==> src/verilog/ica_pkg.sv <==
package ica_pkg;
  // Clock and timebases
  localparam int unsigned CLK_PERIOD_NS = 10;
  localparam int unsigned US_NS = 1000;
  localparam int unsigned TENTH_US_NS = 100;
  localparam int unsigned MS_NS = 1000000;
  localparam int unsigned US_CYCLES = (US_NS + CLK_PERIOD_NS - 1) / CLK_PERIOD_NS;
  localparam int unsigned TENTH_CYCLES = (TENTH_US_NS + CLK_PERIOD_NS - 1) / CLK_PERIOD_NS;
  localparam int unsigned MS_CYCLES = (MS_NS + CLK_PERIOD_NS - 1) / CLK_PERIOD_NS;
  localparam int unsigned US_CNT_W = 7;
  localparam int unsigned TENTH_CNT_W = 4;
  localparam int unsigned MS_CNT_W = 17;
  // Input rate limits for width and frequency
  localparam int unsigned MAX_WIDTH_RATE_HZ = 10000;
  localparam int unsigned MAX_FREQ_RATE_HZ = 20000;
  // Sizes
  localparam int unsigned NUM_IN = 12;
  localparam int unsigned NUM_MEAS = 6;
  localparam int unsigned NUM_PAIRS = 3;
  localparam int unsigned NUM_SRC = 13;
  localparam int unsigned DATA_W = 32;
  localparam int unsigned MEM_DEPTH = 12;
  localparam int unsigned MEM_AW = 4;
  localparam int unsigned PERIOD_MS_W = 16;
  localparam int unsigned DIV_CNT_W = 6;
  localparam logic [5:0] DIV_STEPS = 6'h20;
  // Command codes
  localparam logic [7:0] OPT_TENTH_US = 8'h14;
  localparam logic [7:0] OPT_ON = 8'h01;
  localparam logic [4:0] SRC_PERIODIC = 5'h12;
  localparam logic [1:0] KIND_WIDTH = 2'h0;
  localparam logic [1:0] KIND_FREQ = 2'h1;
  localparam logic [1:0] KIND_PERIOD = 2'h2;
  localparam logic [31:0] UNITS_PER_S_US = 32'h000f4240;
  localparam logic [31:0] UNITS_PER_S_TENTH = 32'h00989680;
  localparam logic [2:0] TENTH_LAST_CH = 3'h4;
  typedef enum logic [1:0] {
    Q_IDLE = 2'b00,
    Q_WAIT = 2'b01,
    Q_READ = 2'b10,
    Q_DIV = 2'b11
  } ica_qstate_t;
endpackage

==> src/verilog/ica_result_mem.sv <==
`timescale 1ns/1ps
module ica_result_mem (
  // Clock and reset
  input wire logic i_clk,
  input wire logic i_sys_rst,
  // Write side, one enable per entry
  input wire logic [ica_pkg::MEM_DEPTH-1:0] i_we,
  input wire logic [ica_pkg::MEM_DEPTH*ica_pkg::DATA_W-1:0] i_wdata,
  // Read side
  input wire logic [ica_pkg::MEM_AW-1:0] i_raddr,
  output logic [ica_pkg::DATA_W-1:0] o_rdata
);
  logic [ica_pkg::DATA_W-1:0] mem_ff [ica_pkg::MEM_DEPTH];

  // Each entry keeps its last complete value
  for (genvar g = 0; g < ica_pkg::MEM_DEPTH; g++) begin : g_ent
    always_ff @(posedge i_clk or posedge i_sys_rst) begin
      if (i_sys_rst) begin
        mem_ff[g] <= '0;
      end else if (i_we[g]) begin
        mem_ff[g] <= i_wdata[g*ica_pkg::DATA_W +: ica_pkg::DATA_W]; // RQ25
      end
    end
  end

  // Registered read, zero beyond the last entry
  always_ff @(posedge i_clk or posedge i_sys_rst) begin
    if (i_sys_rst) begin
      o_rdata <= '0;
    end else if (i_raddr < ica_pkg::MEM_AW'(ica_pkg::MEM_DEPTH)) begin
      o_rdata <= mem_ff[i_raddr];
    end else begin
      o_rdata <= '0;
    end
  end
endmodule // ica_result_mem

==> src/verilog/ica_pulse_meas.sv <==
`timescale 1ns/1ps
module ica_pulse_meas (
  // Clock and reset
  input wire logic i_clk,
  input wire logic i_sys_rst,
  // Control
  input wire logic i_en,
  input wire logic i_restart,
  input wire logic i_tick,
  // Pulse input
  input wire logic i_din,
  // Results
  output logic o_width_we,
  output logic [ica_pkg::DATA_W-1:0] o_width,
  output logic o_period_we,
  output logic [ica_pkg::DATA_W-1:0] o_period
);
  logic din_q_ff;
  logic seen_rise_ff;
  logic high_ff;
  logic [ica_pkg::DATA_W-1:0] width_cnt_ff;
  logic [ica_pkg::DATA_W-1:0] period_cnt_ff;
  logic rise;
  logic fall;

  assign rise = i_din & ~din_q_ff;
  assign fall = ~i_din & din_q_ff;

  // Previous input level
  always_ff @(posedge i_clk or posedge i_sys_rst) begin
    if (i_sys_rst) begin
      din_q_ff <= 1'b0;
    end else begin
      din_q_ff <= i_din;
    end
  end

  // Period: rising edge to rising edge, in timebase ticks
  always_ff @(posedge i_clk or posedge i_sys_rst) begin
    if (i_sys_rst) begin
      seen_rise_ff <= 1'b0;
      period_cnt_ff <= '0;
      o_period_we <= 1'b0;
      o_period <= '0;
    end else begin
      o_period_we <= 1'b0;
      if (!i_en || i_restart) begin
        seen_rise_ff <= 1'b0;
        period_cnt_ff <= '0;
      end else if (rise) begin
        seen_rise_ff <= 1'b1;
        period_cnt_ff <= '0;
        if (seen_rise_ff) begin
          o_period_we <= 1'b1; // RQ25
          o_period <= period_cnt_ff;
        end
      end else if (i_tick && !(&period_cnt_ff)) begin
        period_cnt_ff <= period_cnt_ff + 1'b1; // RQ6
      end
    end
  end

  // Width: length of the high part of each pulse
  always_ff @(posedge i_clk or posedge i_sys_rst) begin
    if (i_sys_rst) begin
      high_ff <= 1'b0;
      width_cnt_ff <= '0;
      o_width_we <= 1'b0;
      o_width <= '0;
    end else begin
      o_width_we <= 1'b0;
      if (!i_en || i_restart) begin
        high_ff <= 1'b0;
        width_cnt_ff <= '0;
      end else if (rise) begin
        high_ff <= 1'b1; // RQ23
        width_cnt_ff <= '0;
      end else if (fall && high_ff) begin
        high_ff <= 1'b0;
        o_width_we <= 1'b1; // RQ25
        o_width <= width_cnt_ff; // RQ23
      end else if (i_tick && high_ff && !(&width_cnt_ff)) begin
        width_cnt_ff <= width_cnt_ff + 1'b1;
      end
    end
  end
endmodule // ica_pulse_meas

==> src/verilog/ica_top.sv <==
`timescale 1ns/1ps
// Notes on behaviour
// RQ1 - Core enables measurement once per channel
// RQ2 - Width, frequency, period readable per channel
// RQ3 - Period is reciprocal of reported frequency
// RQ4 - Reset default: microsecond units everywhere
// RQ5 - Option 20 gives tenths on channels 1-4
// RQ6 - Width to 10 kHz, frequency to 20 kHz
// RQ7 - Counting and measuring coexist on one input
// RQ8 - Counter define also enables pair measurement
// RQ9 - Measure enable alone leaves counter off
// RQ10 - Measure enable after counter disables counter
// RQ11 - Interrupts are edge detected, short levels caught
// RQ12 - Interrupt sources: inputs 1-6, 9-12
// RQ13 - Each interrupt picks rising or falling
// RQ14 - Configured edge starts routine at once
// RQ15 - Interrupt inputs lose counter and measurement
// RQ16 - Inputs 9-12 plain or interrupt only
// RQ17 - Source 18 is periodic millisecond timer
// RQ18 - Periodic timer independent of program scan
// RQ19 - Periodic expiry pre-empts normal work immediately
// RQ20 - Periodic waits for running routine; no nesting
// RQ21 - Software keeps routines short, loop free
// RQ22 - Measurement channel n uses input n
// RQ23 - Width is the high part of pulse
// RQ24 - Pending edges served singly by priority
// RQ25 - Results update per completed pulse, then hold
module ica_top #(
  parameter int unsigned P_MS_CYCLES = ica_pkg::MS_CYCLES
) (
  // Clock and reset
  input wire logic i_clk,
  input wire logic i_sys_rst,
  // Digital inputs 1 to 12
  input wire logic [ica_pkg::NUM_IN-1:0] i_din,
  // Measurement enable command
  input wire logic i_meas_en_stb,
  input wire logic [2:0] i_meas_en_ch,
  // Counter define command
  input wire logic i_cnt_def_stb,
  input wire logic [1:0] i_cnt_def_pair,
  // System option command
  input wire logic i_sysopt_stb,
  input wire logic [7:0] i_sysopt_num,
  input wire logic [7:0] i_sysopt_val,
  // Interrupt define command
  input wire logic i_intr_def_stb,
  input wire logic [4:0] i_intr_def_src,
  input wire logic i_intr_def_falling,
  input wire logic [ica_pkg::PERIOD_MS_W-1:0] i_intr_def_period_ms,
  // Service routine handshake
  input wire logic i_svc_done,
  output logic o_svc_start,
  output logic [4:0] o_svc_src,
  output logic o_svc_active,
  // Result queries
  input wire logic i_query_stb,
  input wire logic [2:0] i_query_ch,
  input wire logic [1:0] i_query_kind,
  output logic o_query_busy,
  output logic o_query_valid,
  output logic [ica_pkg::DATA_W-1:0] o_query_data,
  // Pin ownership and mode status
  output logic [ica_pkg::NUM_MEAS-1:0] o_meas_en,
  output logic [ica_pkg::NUM_PAIRS-1:0] o_cnt_en,
  output logic [ica_pkg::NUM_IN-1:0] o_intr_en,
  output logic o_periodic_en,
  output logic o_tenth_mode
);
  logic [ica_pkg::NUM_IN-1:0] in_q_ff;
  logic [ica_pkg::NUM_IN-1:0] intr_fall_ff;
  logic [ica_pkg::PERIOD_MS_W-1:0] period_ms_ff;
  logic [ica_pkg::PERIOD_MS_W-1:0] per_cnt_ff;
  logic [ica_pkg::US_CNT_W-1:0] us_cnt_ff;
  logic [ica_pkg::TENTH_CNT_W-1:0] tenth_cnt_ff;
  logic [ica_pkg::MS_CNT_W-1:0] ms_cnt_ff;
  logic us_tick_ff;
  logic tenth_tick_ff;
  logic ms_tick_ff;
  logic per_evt_ff;
  logic restart_ff;
  logic [ica_pkg::NUM_SRC-1:0] pend_ff;
  logic [ica_pkg::NUM_SRC-1:0] grant;
  logic [4:0] grant_src;
  logic [ica_pkg::NUM_IN-1:0] edge_hit;
  logic [2:0] meas_idx;
  logic [3:0] isrc_idx;
  logic isrc_shared;
  logic isrc_plain;
  logic periodic_def;
  ica_pkg::ica_qstate_t q_state_ff;
  logic [ica_pkg::MEM_AW-1:0] q_addr_ff;
  logic q_bad_ff;
  logic [1:0] q_kind_ff;
  logic q_tenth_ff;
  logic [32:0] rem_ff;
  logic [ica_pkg::DATA_W-1:0] quo_ff;
  logic [ica_pkg::DATA_W-1:0] div_ff;
  logic [ica_pkg::DIV_CNT_W-1:0] div_cnt_ff;
  logic [32:0] rem_sh;
  logic div_ge;
  logic [ica_pkg::DATA_W-1:0] rdata;
  logic [ica_pkg::MEM_DEPTH-1:0] mem_we;
  logic [ica_pkg::MEM_DEPTH*ica_pkg::DATA_W-1:0] mem_wdata;

  // Command decode
  assign meas_idx = 3'(i_meas_en_ch - 3'h1);
  assign isrc_idx = 4'(i_intr_def_src - 5'h01);
  assign isrc_shared = (i_intr_def_src >= 5'h01) && (i_intr_def_src <= 5'h06); // RQ12
  assign isrc_plain = (i_intr_def_src >= 5'h09) && (i_intr_def_src <= 5'h0c); // RQ12
  assign periodic_def = i_intr_def_stb && (i_intr_def_src == ica_pkg::SRC_PERIODIC); // RQ17

  // Pin ownership among counter, measurement and interrupt
  always_ff @(posedge i_clk or posedge i_sys_rst) begin
    if (i_sys_rst) begin
      o_meas_en <= '0;
      o_cnt_en <= '0;
      o_intr_en <= '0;
      intr_fall_ff <= '0;
    end else if (i_meas_en_stb && (i_meas_en_ch >= 3'h1) && (i_meas_en_ch <= 3'h6)) begin
      o_meas_en[meas_idx] <= 1'b1; // RQ9
      o_cnt_en[meas_idx[2:1]] <= 1'b0; // RQ10
      o_intr_en[meas_idx] <= 1'b0;
    end else if (i_cnt_def_stb && (i_cnt_def_pair < 2'h3)) begin
      o_cnt_en[i_cnt_def_pair] <= 1'b1; // RQ7
      o_meas_en[{i_cnt_def_pair, 1'b0}] <= 1'b1; // RQ8
      o_meas_en[{i_cnt_def_pair, 1'b1}] <= 1'b1; // RQ8
      o_intr_en[{i_cnt_def_pair, 1'b0}] <= 1'b0;
      o_intr_en[{i_cnt_def_pair, 1'b1}] <= 1'b0;
    end else if (i_intr_def_stb && isrc_shared) begin
      o_intr_en[isrc_idx] <= 1'b1;
      intr_fall_ff[isrc_idx] <= i_intr_def_falling; // RQ13
      o_meas_en[isrc_idx[2:0]] <= 1'b0; // RQ15
      o_cnt_en[isrc_idx[2:1]] <= 1'b0; // RQ15
    end else if (i_intr_def_stb && isrc_plain) begin
      o_intr_en[isrc_idx] <= 1'b1; // RQ16
      intr_fall_ff[isrc_idx] <= i_intr_def_falling; // RQ13
    end
  end

  // Periodic timer setup
  always_ff @(posedge i_clk or posedge i_sys_rst) begin
    if (i_sys_rst) begin
      o_periodic_en <= 1'b0;
      period_ms_ff <= '0;
    end else if (periodic_def) begin
      o_periodic_en <= (i_intr_def_period_ms != '0); // RQ17
      period_ms_ff <= i_intr_def_period_ms;
    end
  end

  // Unit option; measurements restart when it is written
  always_ff @(posedge i_clk or posedge i_sys_rst) begin
    if (i_sys_rst) begin
      o_tenth_mode <= 1'b0; // RQ4
      restart_ff <= 1'b0;
    end else begin
      restart_ff <= 1'b0;
      if (i_sysopt_stb && (i_sysopt_num == ica_pkg::OPT_TENTH_US)) begin
        o_tenth_mode <= (i_sysopt_val == ica_pkg::OPT_ON); // RQ5
        restart_ff <= 1'b1;
      end
    end
  end

  // Timebase dividers: microsecond and tenth enables
  always_ff @(posedge i_clk or posedge i_sys_rst) begin
    if (i_sys_rst) begin
      us_cnt_ff <= '0;
      tenth_cnt_ff <= '0;
      us_tick_ff <= 1'b0;
      tenth_tick_ff <= 1'b0;
    end else begin
      us_tick_ff <= (us_cnt_ff == ica_pkg::US_CNT_W'(ica_pkg::US_CYCLES - 1));
      tenth_tick_ff <= (tenth_cnt_ff == ica_pkg::TENTH_CNT_W'(ica_pkg::TENTH_CYCLES - 1));
      if (us_cnt_ff == ica_pkg::US_CNT_W'(ica_pkg::US_CYCLES - 1)) begin
        us_cnt_ff <= '0;
      end else begin
        us_cnt_ff <= us_cnt_ff + 1'b1;
      end
      if (tenth_cnt_ff == ica_pkg::TENTH_CNT_W'(ica_pkg::TENTH_CYCLES - 1)) begin
        tenth_cnt_ff <= '0;
      end else begin
        tenth_cnt_ff <= tenth_cnt_ff + 1'b1;
      end
    end
  end

  // Millisecond prescaler, realigned when the timer is defined
  always_ff @(posedge i_clk or posedge i_sys_rst) begin
    if (i_sys_rst) begin
      ms_cnt_ff <= '0;
      ms_tick_ff <= 1'b0;
    end else if (periodic_def) begin
      ms_cnt_ff <= '0;
      ms_tick_ff <= 1'b0;
    end else begin
      ms_tick_ff <= (ms_cnt_ff == ica_pkg::MS_CNT_W'(P_MS_CYCLES - 1));
      if (ms_cnt_ff == ica_pkg::MS_CNT_W'(P_MS_CYCLES - 1)) begin
        ms_cnt_ff <= '0;
      end else begin
        ms_cnt_ff <= ms_cnt_ff + 1'b1; // RQ18
      end
    end
  end

  // Periodic event every period_ms milliseconds
  always_ff @(posedge i_clk or posedge i_sys_rst) begin
    if (i_sys_rst) begin
      per_cnt_ff <= '0;
      per_evt_ff <= 1'b0;
    end else begin
      per_evt_ff <= 1'b0;
      if (periodic_def || !o_periodic_en) begin
        per_cnt_ff <= '0;
      end else if (ms_tick_ff) begin
        if (per_cnt_ff == period_ms_ff - 1'b1) begin
          per_cnt_ff <= '0;
          per_evt_ff <= 1'b1; // RQ17
        end else begin
          per_cnt_ff <= per_cnt_ff + 1'b1; // RQ18
        end
      end
    end
  end

  // Input edge detection
  always_ff @(posedge i_clk or posedge i_sys_rst) begin
    if (i_sys_rst) begin
      in_q_ff <= '0;
    end else begin
      in_q_ff <= i_din;
    end
  end
  assign edge_hit = o_intr_en & ((i_din & ~in_q_ff & ~intr_fall_ff) | (~i_din & in_q_ff & intr_fall_ff)); // RQ11

  // Pending sources; a new edge wins over the clear of its grant
  always_ff @(posedge i_clk or posedge i_sys_rst) begin
    if (i_sys_rst) begin
      pend_ff <= '0;
    end else begin
      pend_ff <= (pend_ff & ~grant & {o_periodic_en, o_intr_en}) | {per_evt_ff, edge_hit}; // RQ24
    end
  end

  // Fixed priority grant: periodic first, then input 1 upward
  always_comb begin
    grant = '0;
    grant_src = '0;
    if (!o_svc_active) begin // RQ20
      for (int i = ica_pkg::NUM_IN - 1; i >= 0; i--) begin
        if (pend_ff[i]) begin
          grant = ica_pkg::NUM_SRC'(1) << i; // RQ24
          grant_src = 5'(i + 1);
        end
      end
      if (pend_ff[ica_pkg::NUM_SRC-1]) begin
        grant = ica_pkg::NUM_SRC'(1) << (ica_pkg::NUM_SRC - 1); // RQ19
        grant_src = ica_pkg::SRC_PERIODIC;
      end
    end
  end

  // Service routine start and busy flag, no nesting
  always_ff @(posedge i_clk or posedge i_sys_rst) begin
    if (i_sys_rst) begin
      o_svc_start <= 1'b0;
      o_svc_src <= '0;
      o_svc_active <= 1'b0;
    end else begin
      o_svc_start <= |grant; // RQ14
      if (|grant) begin
        o_svc_src <= grant_src;
        o_svc_active <= 1'b1; // RQ20
      end else if (i_svc_done) begin
        o_svc_active <= 1'b0;
      end
    end
  end

  // Measurement channels on inputs 1 to 6
  for (genvar c = 0; c < ica_pkg::NUM_MEAS; c++) begin : g_meas
    logic tick;
    assign tick = (o_tenth_mode && (c < ica_pkg::TENTH_LAST_CH)) ? tenth_tick_ff : us_tick_ff; // RQ5
    ica_pulse_meas u_meas (
      .i_clk(i_clk),
      .i_sys_rst(i_sys_rst),
      .i_en(o_meas_en[c]),
      .i_restart(restart_ff),
      .i_tick(tick),
      .i_din(i_din[c]), // RQ22
      .o_width_we(mem_we[2*c]),
      .o_width(mem_wdata[2*c*ica_pkg::DATA_W +: ica_pkg::DATA_W]),
      .o_period_we(mem_we[2*c+1]),
      .o_period(mem_wdata[(2*c+1)*ica_pkg::DATA_W +: ica_pkg::DATA_W])
    );
  end

  // Result store
  ica_result_mem u_mem (
    .i_clk(i_clk),
    .i_sys_rst(i_sys_rst),
    .i_we(mem_we),
    .i_wdata(mem_wdata),
    .i_raddr(q_addr_ff),
    .o_rdata(rdata)
  );

  // Divider step for frequency
  assign rem_sh = {rem_ff[31:0], quo_ff[31]};
  assign div_ge = (rem_sh >= {1'b0, div_ff});

  // Query sequencer with serial reciprocal
  always_ff @(posedge i_clk or posedge i_sys_rst) begin
    if (i_sys_rst) begin
      q_state_ff <= ica_pkg::Q_IDLE;
      q_addr_ff <= '0;
      q_bad_ff <= 1'b0;
      q_kind_ff <= '0;
      q_tenth_ff <= 1'b0;
      rem_ff <= '0;
      quo_ff <= '0;
      div_ff <= '0;
      div_cnt_ff <= '0;
      o_query_busy <= 1'b0;
      o_query_valid <= 1'b0;
      o_query_data <= '0;
    end else begin
      o_query_valid <= 1'b0;
      case (q_state_ff)
        ica_pkg::Q_IDLE: begin
          if (i_query_stb) begin
            q_addr_ff <= {3'(i_query_ch - 3'h1), i_query_kind != ica_pkg::KIND_WIDTH}; // RQ2
            q_bad_ff <= (i_query_ch < 3'h1) || (i_query_ch > 3'h6) || (i_query_kind > ica_pkg::KIND_PERIOD);
            q_kind_ff <= i_query_kind;
            q_tenth_ff <= o_tenth_mode && (i_query_ch <= ica_pkg::TENTH_LAST_CH);
            o_query_busy <= 1'b1;
            q_state_ff <= ica_pkg::Q_WAIT;
          end
        end
        ica_pkg::Q_WAIT: begin
          q_state_ff <= ica_pkg::Q_READ;
        end
        ica_pkg::Q_READ: begin
          if (!q_bad_ff && (q_kind_ff == ica_pkg::KIND_FREQ) && (rdata != '0)) begin
            rem_ff <= '0;
            quo_ff <= q_tenth_ff ? ica_pkg::UNITS_PER_S_TENTH : ica_pkg::UNITS_PER_S_US; // RQ3
            div_ff <= rdata;
            div_cnt_ff <= '0;
            q_state_ff <= ica_pkg::Q_DIV;
          end else begin
            o_query_data <= (q_bad_ff || (q_kind_ff == ica_pkg::KIND_FREQ)) ? '0 : rdata; // RQ2
            o_query_valid <= 1'b1;
            o_query_busy <= 1'b0;
            q_state_ff <= ica_pkg::Q_IDLE;
          end
        end
        ica_pkg::Q_DIV: begin
          rem_ff <= div_ge ? (rem_sh - {1'b0, div_ff}) : rem_sh;
          quo_ff <= {quo_ff[30:0], div_ge}; // RQ3
          div_cnt_ff <= div_cnt_ff + 1'b1;
          if (div_cnt_ff == ica_pkg::DIV_STEPS - 1'b1) begin
            o_query_data <= {quo_ff[30:0], div_ge};
            o_query_valid <= 1'b1;
            o_query_busy <= 1'b0;
            q_state_ff <= ica_pkg::Q_IDLE;
          end
        end
        default: begin
          q_state_ff <= ica_pkg::Q_IDLE;
        end
      endcase
    end
  end
endmodule // ica_top

==> config.mk <==
export PLATFORM = sky130hd
export DESIGN_NAME = ica_top
export DESIGN_NICKNAME = d
export VERILOG_FILES = /design/src/verilog/ica_pkg.sv /design/src/verilog/ica_result_mem.sv /design/src/verilog/ica_pulse_meas.sv /design/src/verilog/ica_top.sv
export SDC_FILE = /design/constraint.sdc
export NUM_CORES = 2
export LEC_CHECK = 0
export BUFFER_PORTS_ARGS = -buffer_cell sky130_fd_sc_hd__clkbuf_2
export CAP_MARGIN = 20
export CORE_MARGIN = 3
export CORE_UTILIZATION = 53
export CTS_BUF_LIST = sky130_fd_sc_hd__clkbuf_2 sky130_fd_sc_hd__clkbuf_4 sky130_fd_sc_hd__clkbuf_8
export DETAILED_ROUTE_END_ITERATION = 7
export PLACE_DENSITY = 0.81
export SLEW_MARGIN = 20
export SYNTH_ARGS = -nofsm -noshare
export SYNTH_HDL_FRONTEND = slang
export SYNTH_SLANG_ARGS = --single-unit
==> constraint.sdc <==
create_clock -name i_clk -period 107.2 [get_ports i_clk]
set_input_delay 10.72 -clock i_clk [delete_from_list [all_inputs] [get_ports i_clk]]
set_output_delay 10.72 -clock i_clk [all_outputs]
set_load 0.05 [all_outputs]
==> impl_metrics.toml <==
[place]
place_inst = 7677
placed_area_um2 = 68500
place_congestion = 0.917
port_buffers = 131
dp_hpwl_um = 112000

[outcome]
status = "finished, final reports clean"

[sta]
max_slew_margin_pct = 25.6
min_period_ps = 13510
tightest_slew_ps = 1090
hold_viol = 0
fin_worst_skew_ps = 75.9
timing.fmax_mhz = 74.0
grt_setup_unrepaired = "false"
slew_violations = 0
finalCritPeriodShare_pct = 12.6
setup_tns_ps = 0
setup_violations = 0

[pwr]
combinationalPowerShare_pct = 20.5
p_leak_uw = 0.0354
ir_worst_vdd_uv = 16.5
seqPwrFrac_pct = 43.8
swShare_pct = 31.5
power.density_nw_per_um2 = 19.4
power.internal_uw = 977
p_switching_uw = 450
pwr-share-clk_pct = 35.7

[detailed_routing]
wl_per_cell_um = 20.0
drt-pass1-iter-count = 6
drt_iter0_drc = 4795
viasPerCell = 5.82
route.vias.total = 47000
wl_um = 162000
drc = 0
drt.antenna.violating_nets = 0

[logic_synthesis]
synth_nets = 6246
synth_edf_count = 0
seq_area_frac_synth_pct = 56.1
synthTopCellsByCount = "dfrtp_1 (1,486), nand2_1 (1,278), nor2_1 (520)"
synth_cells = 6119
synth_top_area_share_pct = 56.1
syn_area_per_cell_um2 = 10.8
synth.area.top_cells = "dfrtp_1 (56%), mux2_2 (8.6%), nand2_1 (7.2%), mux4_2 (3.3%), xor2_1 (3.1%)"
async_flop_share_pct = 100
synth_top_cell_by_area = "dfrtp_1"
synthDistinctLibCells = 88
synth-main-ff-cell = "dfrtp_1"
ys_warn_count = 0
syn_area_um2 = 66300
synth_seq_cells = 1486
synth.most_common_cell = "dfrtp_1"

[floorplanning]
rows = 129
dieArea_um2 = 129000
die-height_um = 360
pin_count = 132
die_w_um = 360
coreArea_um2 = 124000
initial_core_util_pct = 53.5

[final_layout]
postLayoutCellArea_um2 = 73600
finalNonFillerCells = 8086
area_growth_pct = 11.0
nets = 6397
drive_gt1_share_pct = 19.4

[worst_setup_path]
cp.required_ps = 108160
cpPeakStageDelay_ps = 790
critPathCaptureType = "async pin"
crit_slowest_cell = "buf_4"
crit_arrival_ps = 14480
worstPathMaxFanout = 175
crit_top_cell = "buf_4"
worstSetupPathType = "primary input to async pin"
path_cells = "clkbuf_2, inv_8, buf_12, buf_4, buf_4, buf_6"
startpoint_type = "primary input"

[clock_tree]
cts_buffers = 228
path_clk_slew_ps = 60
ctsLongestPathBuffers = 3
cts-root-buf = "clkbuf_8"
clock_sink_count = 1486
cts_resized = 0
hold_buffers = 0
insertion_delay_ps = 980
post-cts-setup-buffers = 0
h-tree-depth = 4
cts_tree = "built"

[global_routing]
antenna_found_initial = 9
grt_pass1_wl_um = 259000
gr-usage-all-layers_pct = 25.0
grt_max_degree = 176
grt_pass1_vias = 46700
overflow = 0

[flow_run]
drv_cap = 0

[min_path]
hold_class = "register to register"
==> stage by stage <==
step                total power, uW  utilization [%]  hold WS (ps)  setup slack (ps)
floorplan                       856                -           417             54560
global placement                917             55.2           425             92300
detailed placement              924             55.2           426             92270
CTS                            1430             59.3           441             93280
global route                   1490             59.3           463             93160
finish                         1430             59.3           437             93690
==> final cells by class <==
class                   instances  area (um^2)
inverters                     119          454
well taps                    1637         2050
repair buffers                193         1170
multi-input cells            4242        27600
flip-flops and latches       1486        37200
diodes                          2         5.00
fillers                      9650        50400
clock inverters                39          439
clock buffers                 368         4620
==> cells by family (layout without fill, tap and decap cells) <==
logic type,after synthesis,count (layout),share of synthesized area [%]
muxes,665,665,12.8
and+or+nand+nor,2546,2546,17.1
buffers and inverters,391,719,2.32
xor gates and xnor gates,373,373,4.93
adders and majority gates,62,62,1.17
other,0,2,0
DFF,1486,1486,56.1
AOI/OAI and AO/OA,596,596,5.53
==> metal layers <==
| metal | GRT usage, % | wire [um] | share of wire (%) |
|---|---|---|---|
| met5 | 0 | 27 | 0.017 |
| met4 | 11.5 | 7580 | 4.7 |
| met3 | 5.31 | 11600 | 7.2 |
| met2 | 39.0 | 75400 | 47 |
| met1 | 33.8 | 67400 | 42 |
==> registers in the layout (all words and copies together) (netlist names), 17 cells and up <==
signal and count:
quo_ff 32, o_query_data 32, u_mem.mem_ff 384, rem_ff 32, g_meas.u_meas.period_cnt_ff 192, g_meas.u_meas.o_period 192, div_ff 32, u_mem.o_rdata 32
g_meas.u_meas.width_cnt_ff 192, g_meas.u_meas.o_width 192, ms_cnt_ff 17
==> placed cells by master (no fill, tap or decap), drive strengths merged, types with 29 or more instances in the layout <==
cell	n
ha	58
xor2	237
nor3	77
buf	62
mux2i	63
nand2b	39
xnor2	136
nand3	185
a21oi	150
or3	72
a31oi	29
nand2	1278
nor2	520
inv	126
and4	47
o21ai	239
nor2b	42
nor4	40
and3	72
dfrtp	1486
nand4	101
mux4	97
clkbuf	499
mux2	505
==> final timing paths <==
| path | startpoint | to | slack, ps | cells after the start |
|---|---|---|---|---|
| max | i_sys_rst | u_mem.mem_ff[11] | 93690 | 6 |
| min | per_evt_ff | pend_ff[12] | 440 | 1 |
| max reg2reg | restart_ff | g_meas[2].u_meas.width_cnt_ff[9] | 103300 | 11 |
| min reg2reg | per_evt_ff | pend_ff[12] | 440 | 1 |
| max in group i_clk | i_din[2] | g_meas[2].u_meas.width_cnt_ff[9] | 94290 | 12 |
| min in group asynchronous | i_sys_rst | g_meas[2].u_meas.period_cnt_ff[9] | 9820 | 2 |
==> critical path, delay by kind of cell <==
kind                   cells  cell delay, ps
buffers and inverters      6            3500
==> power by group through the flow <==
stage / clock, uW / sequential (uW) / combinational, uW
after floorplan: 0 / 651 / 205
after global placement: 0 / 632 / 285
after detailed placement: 0 / 634 / 290
after CTS: 517 / 624 / 292
after global routing: 543 / 629 / 318
final: 510 / 625 / 292
(Power assumes the default switching activity.)
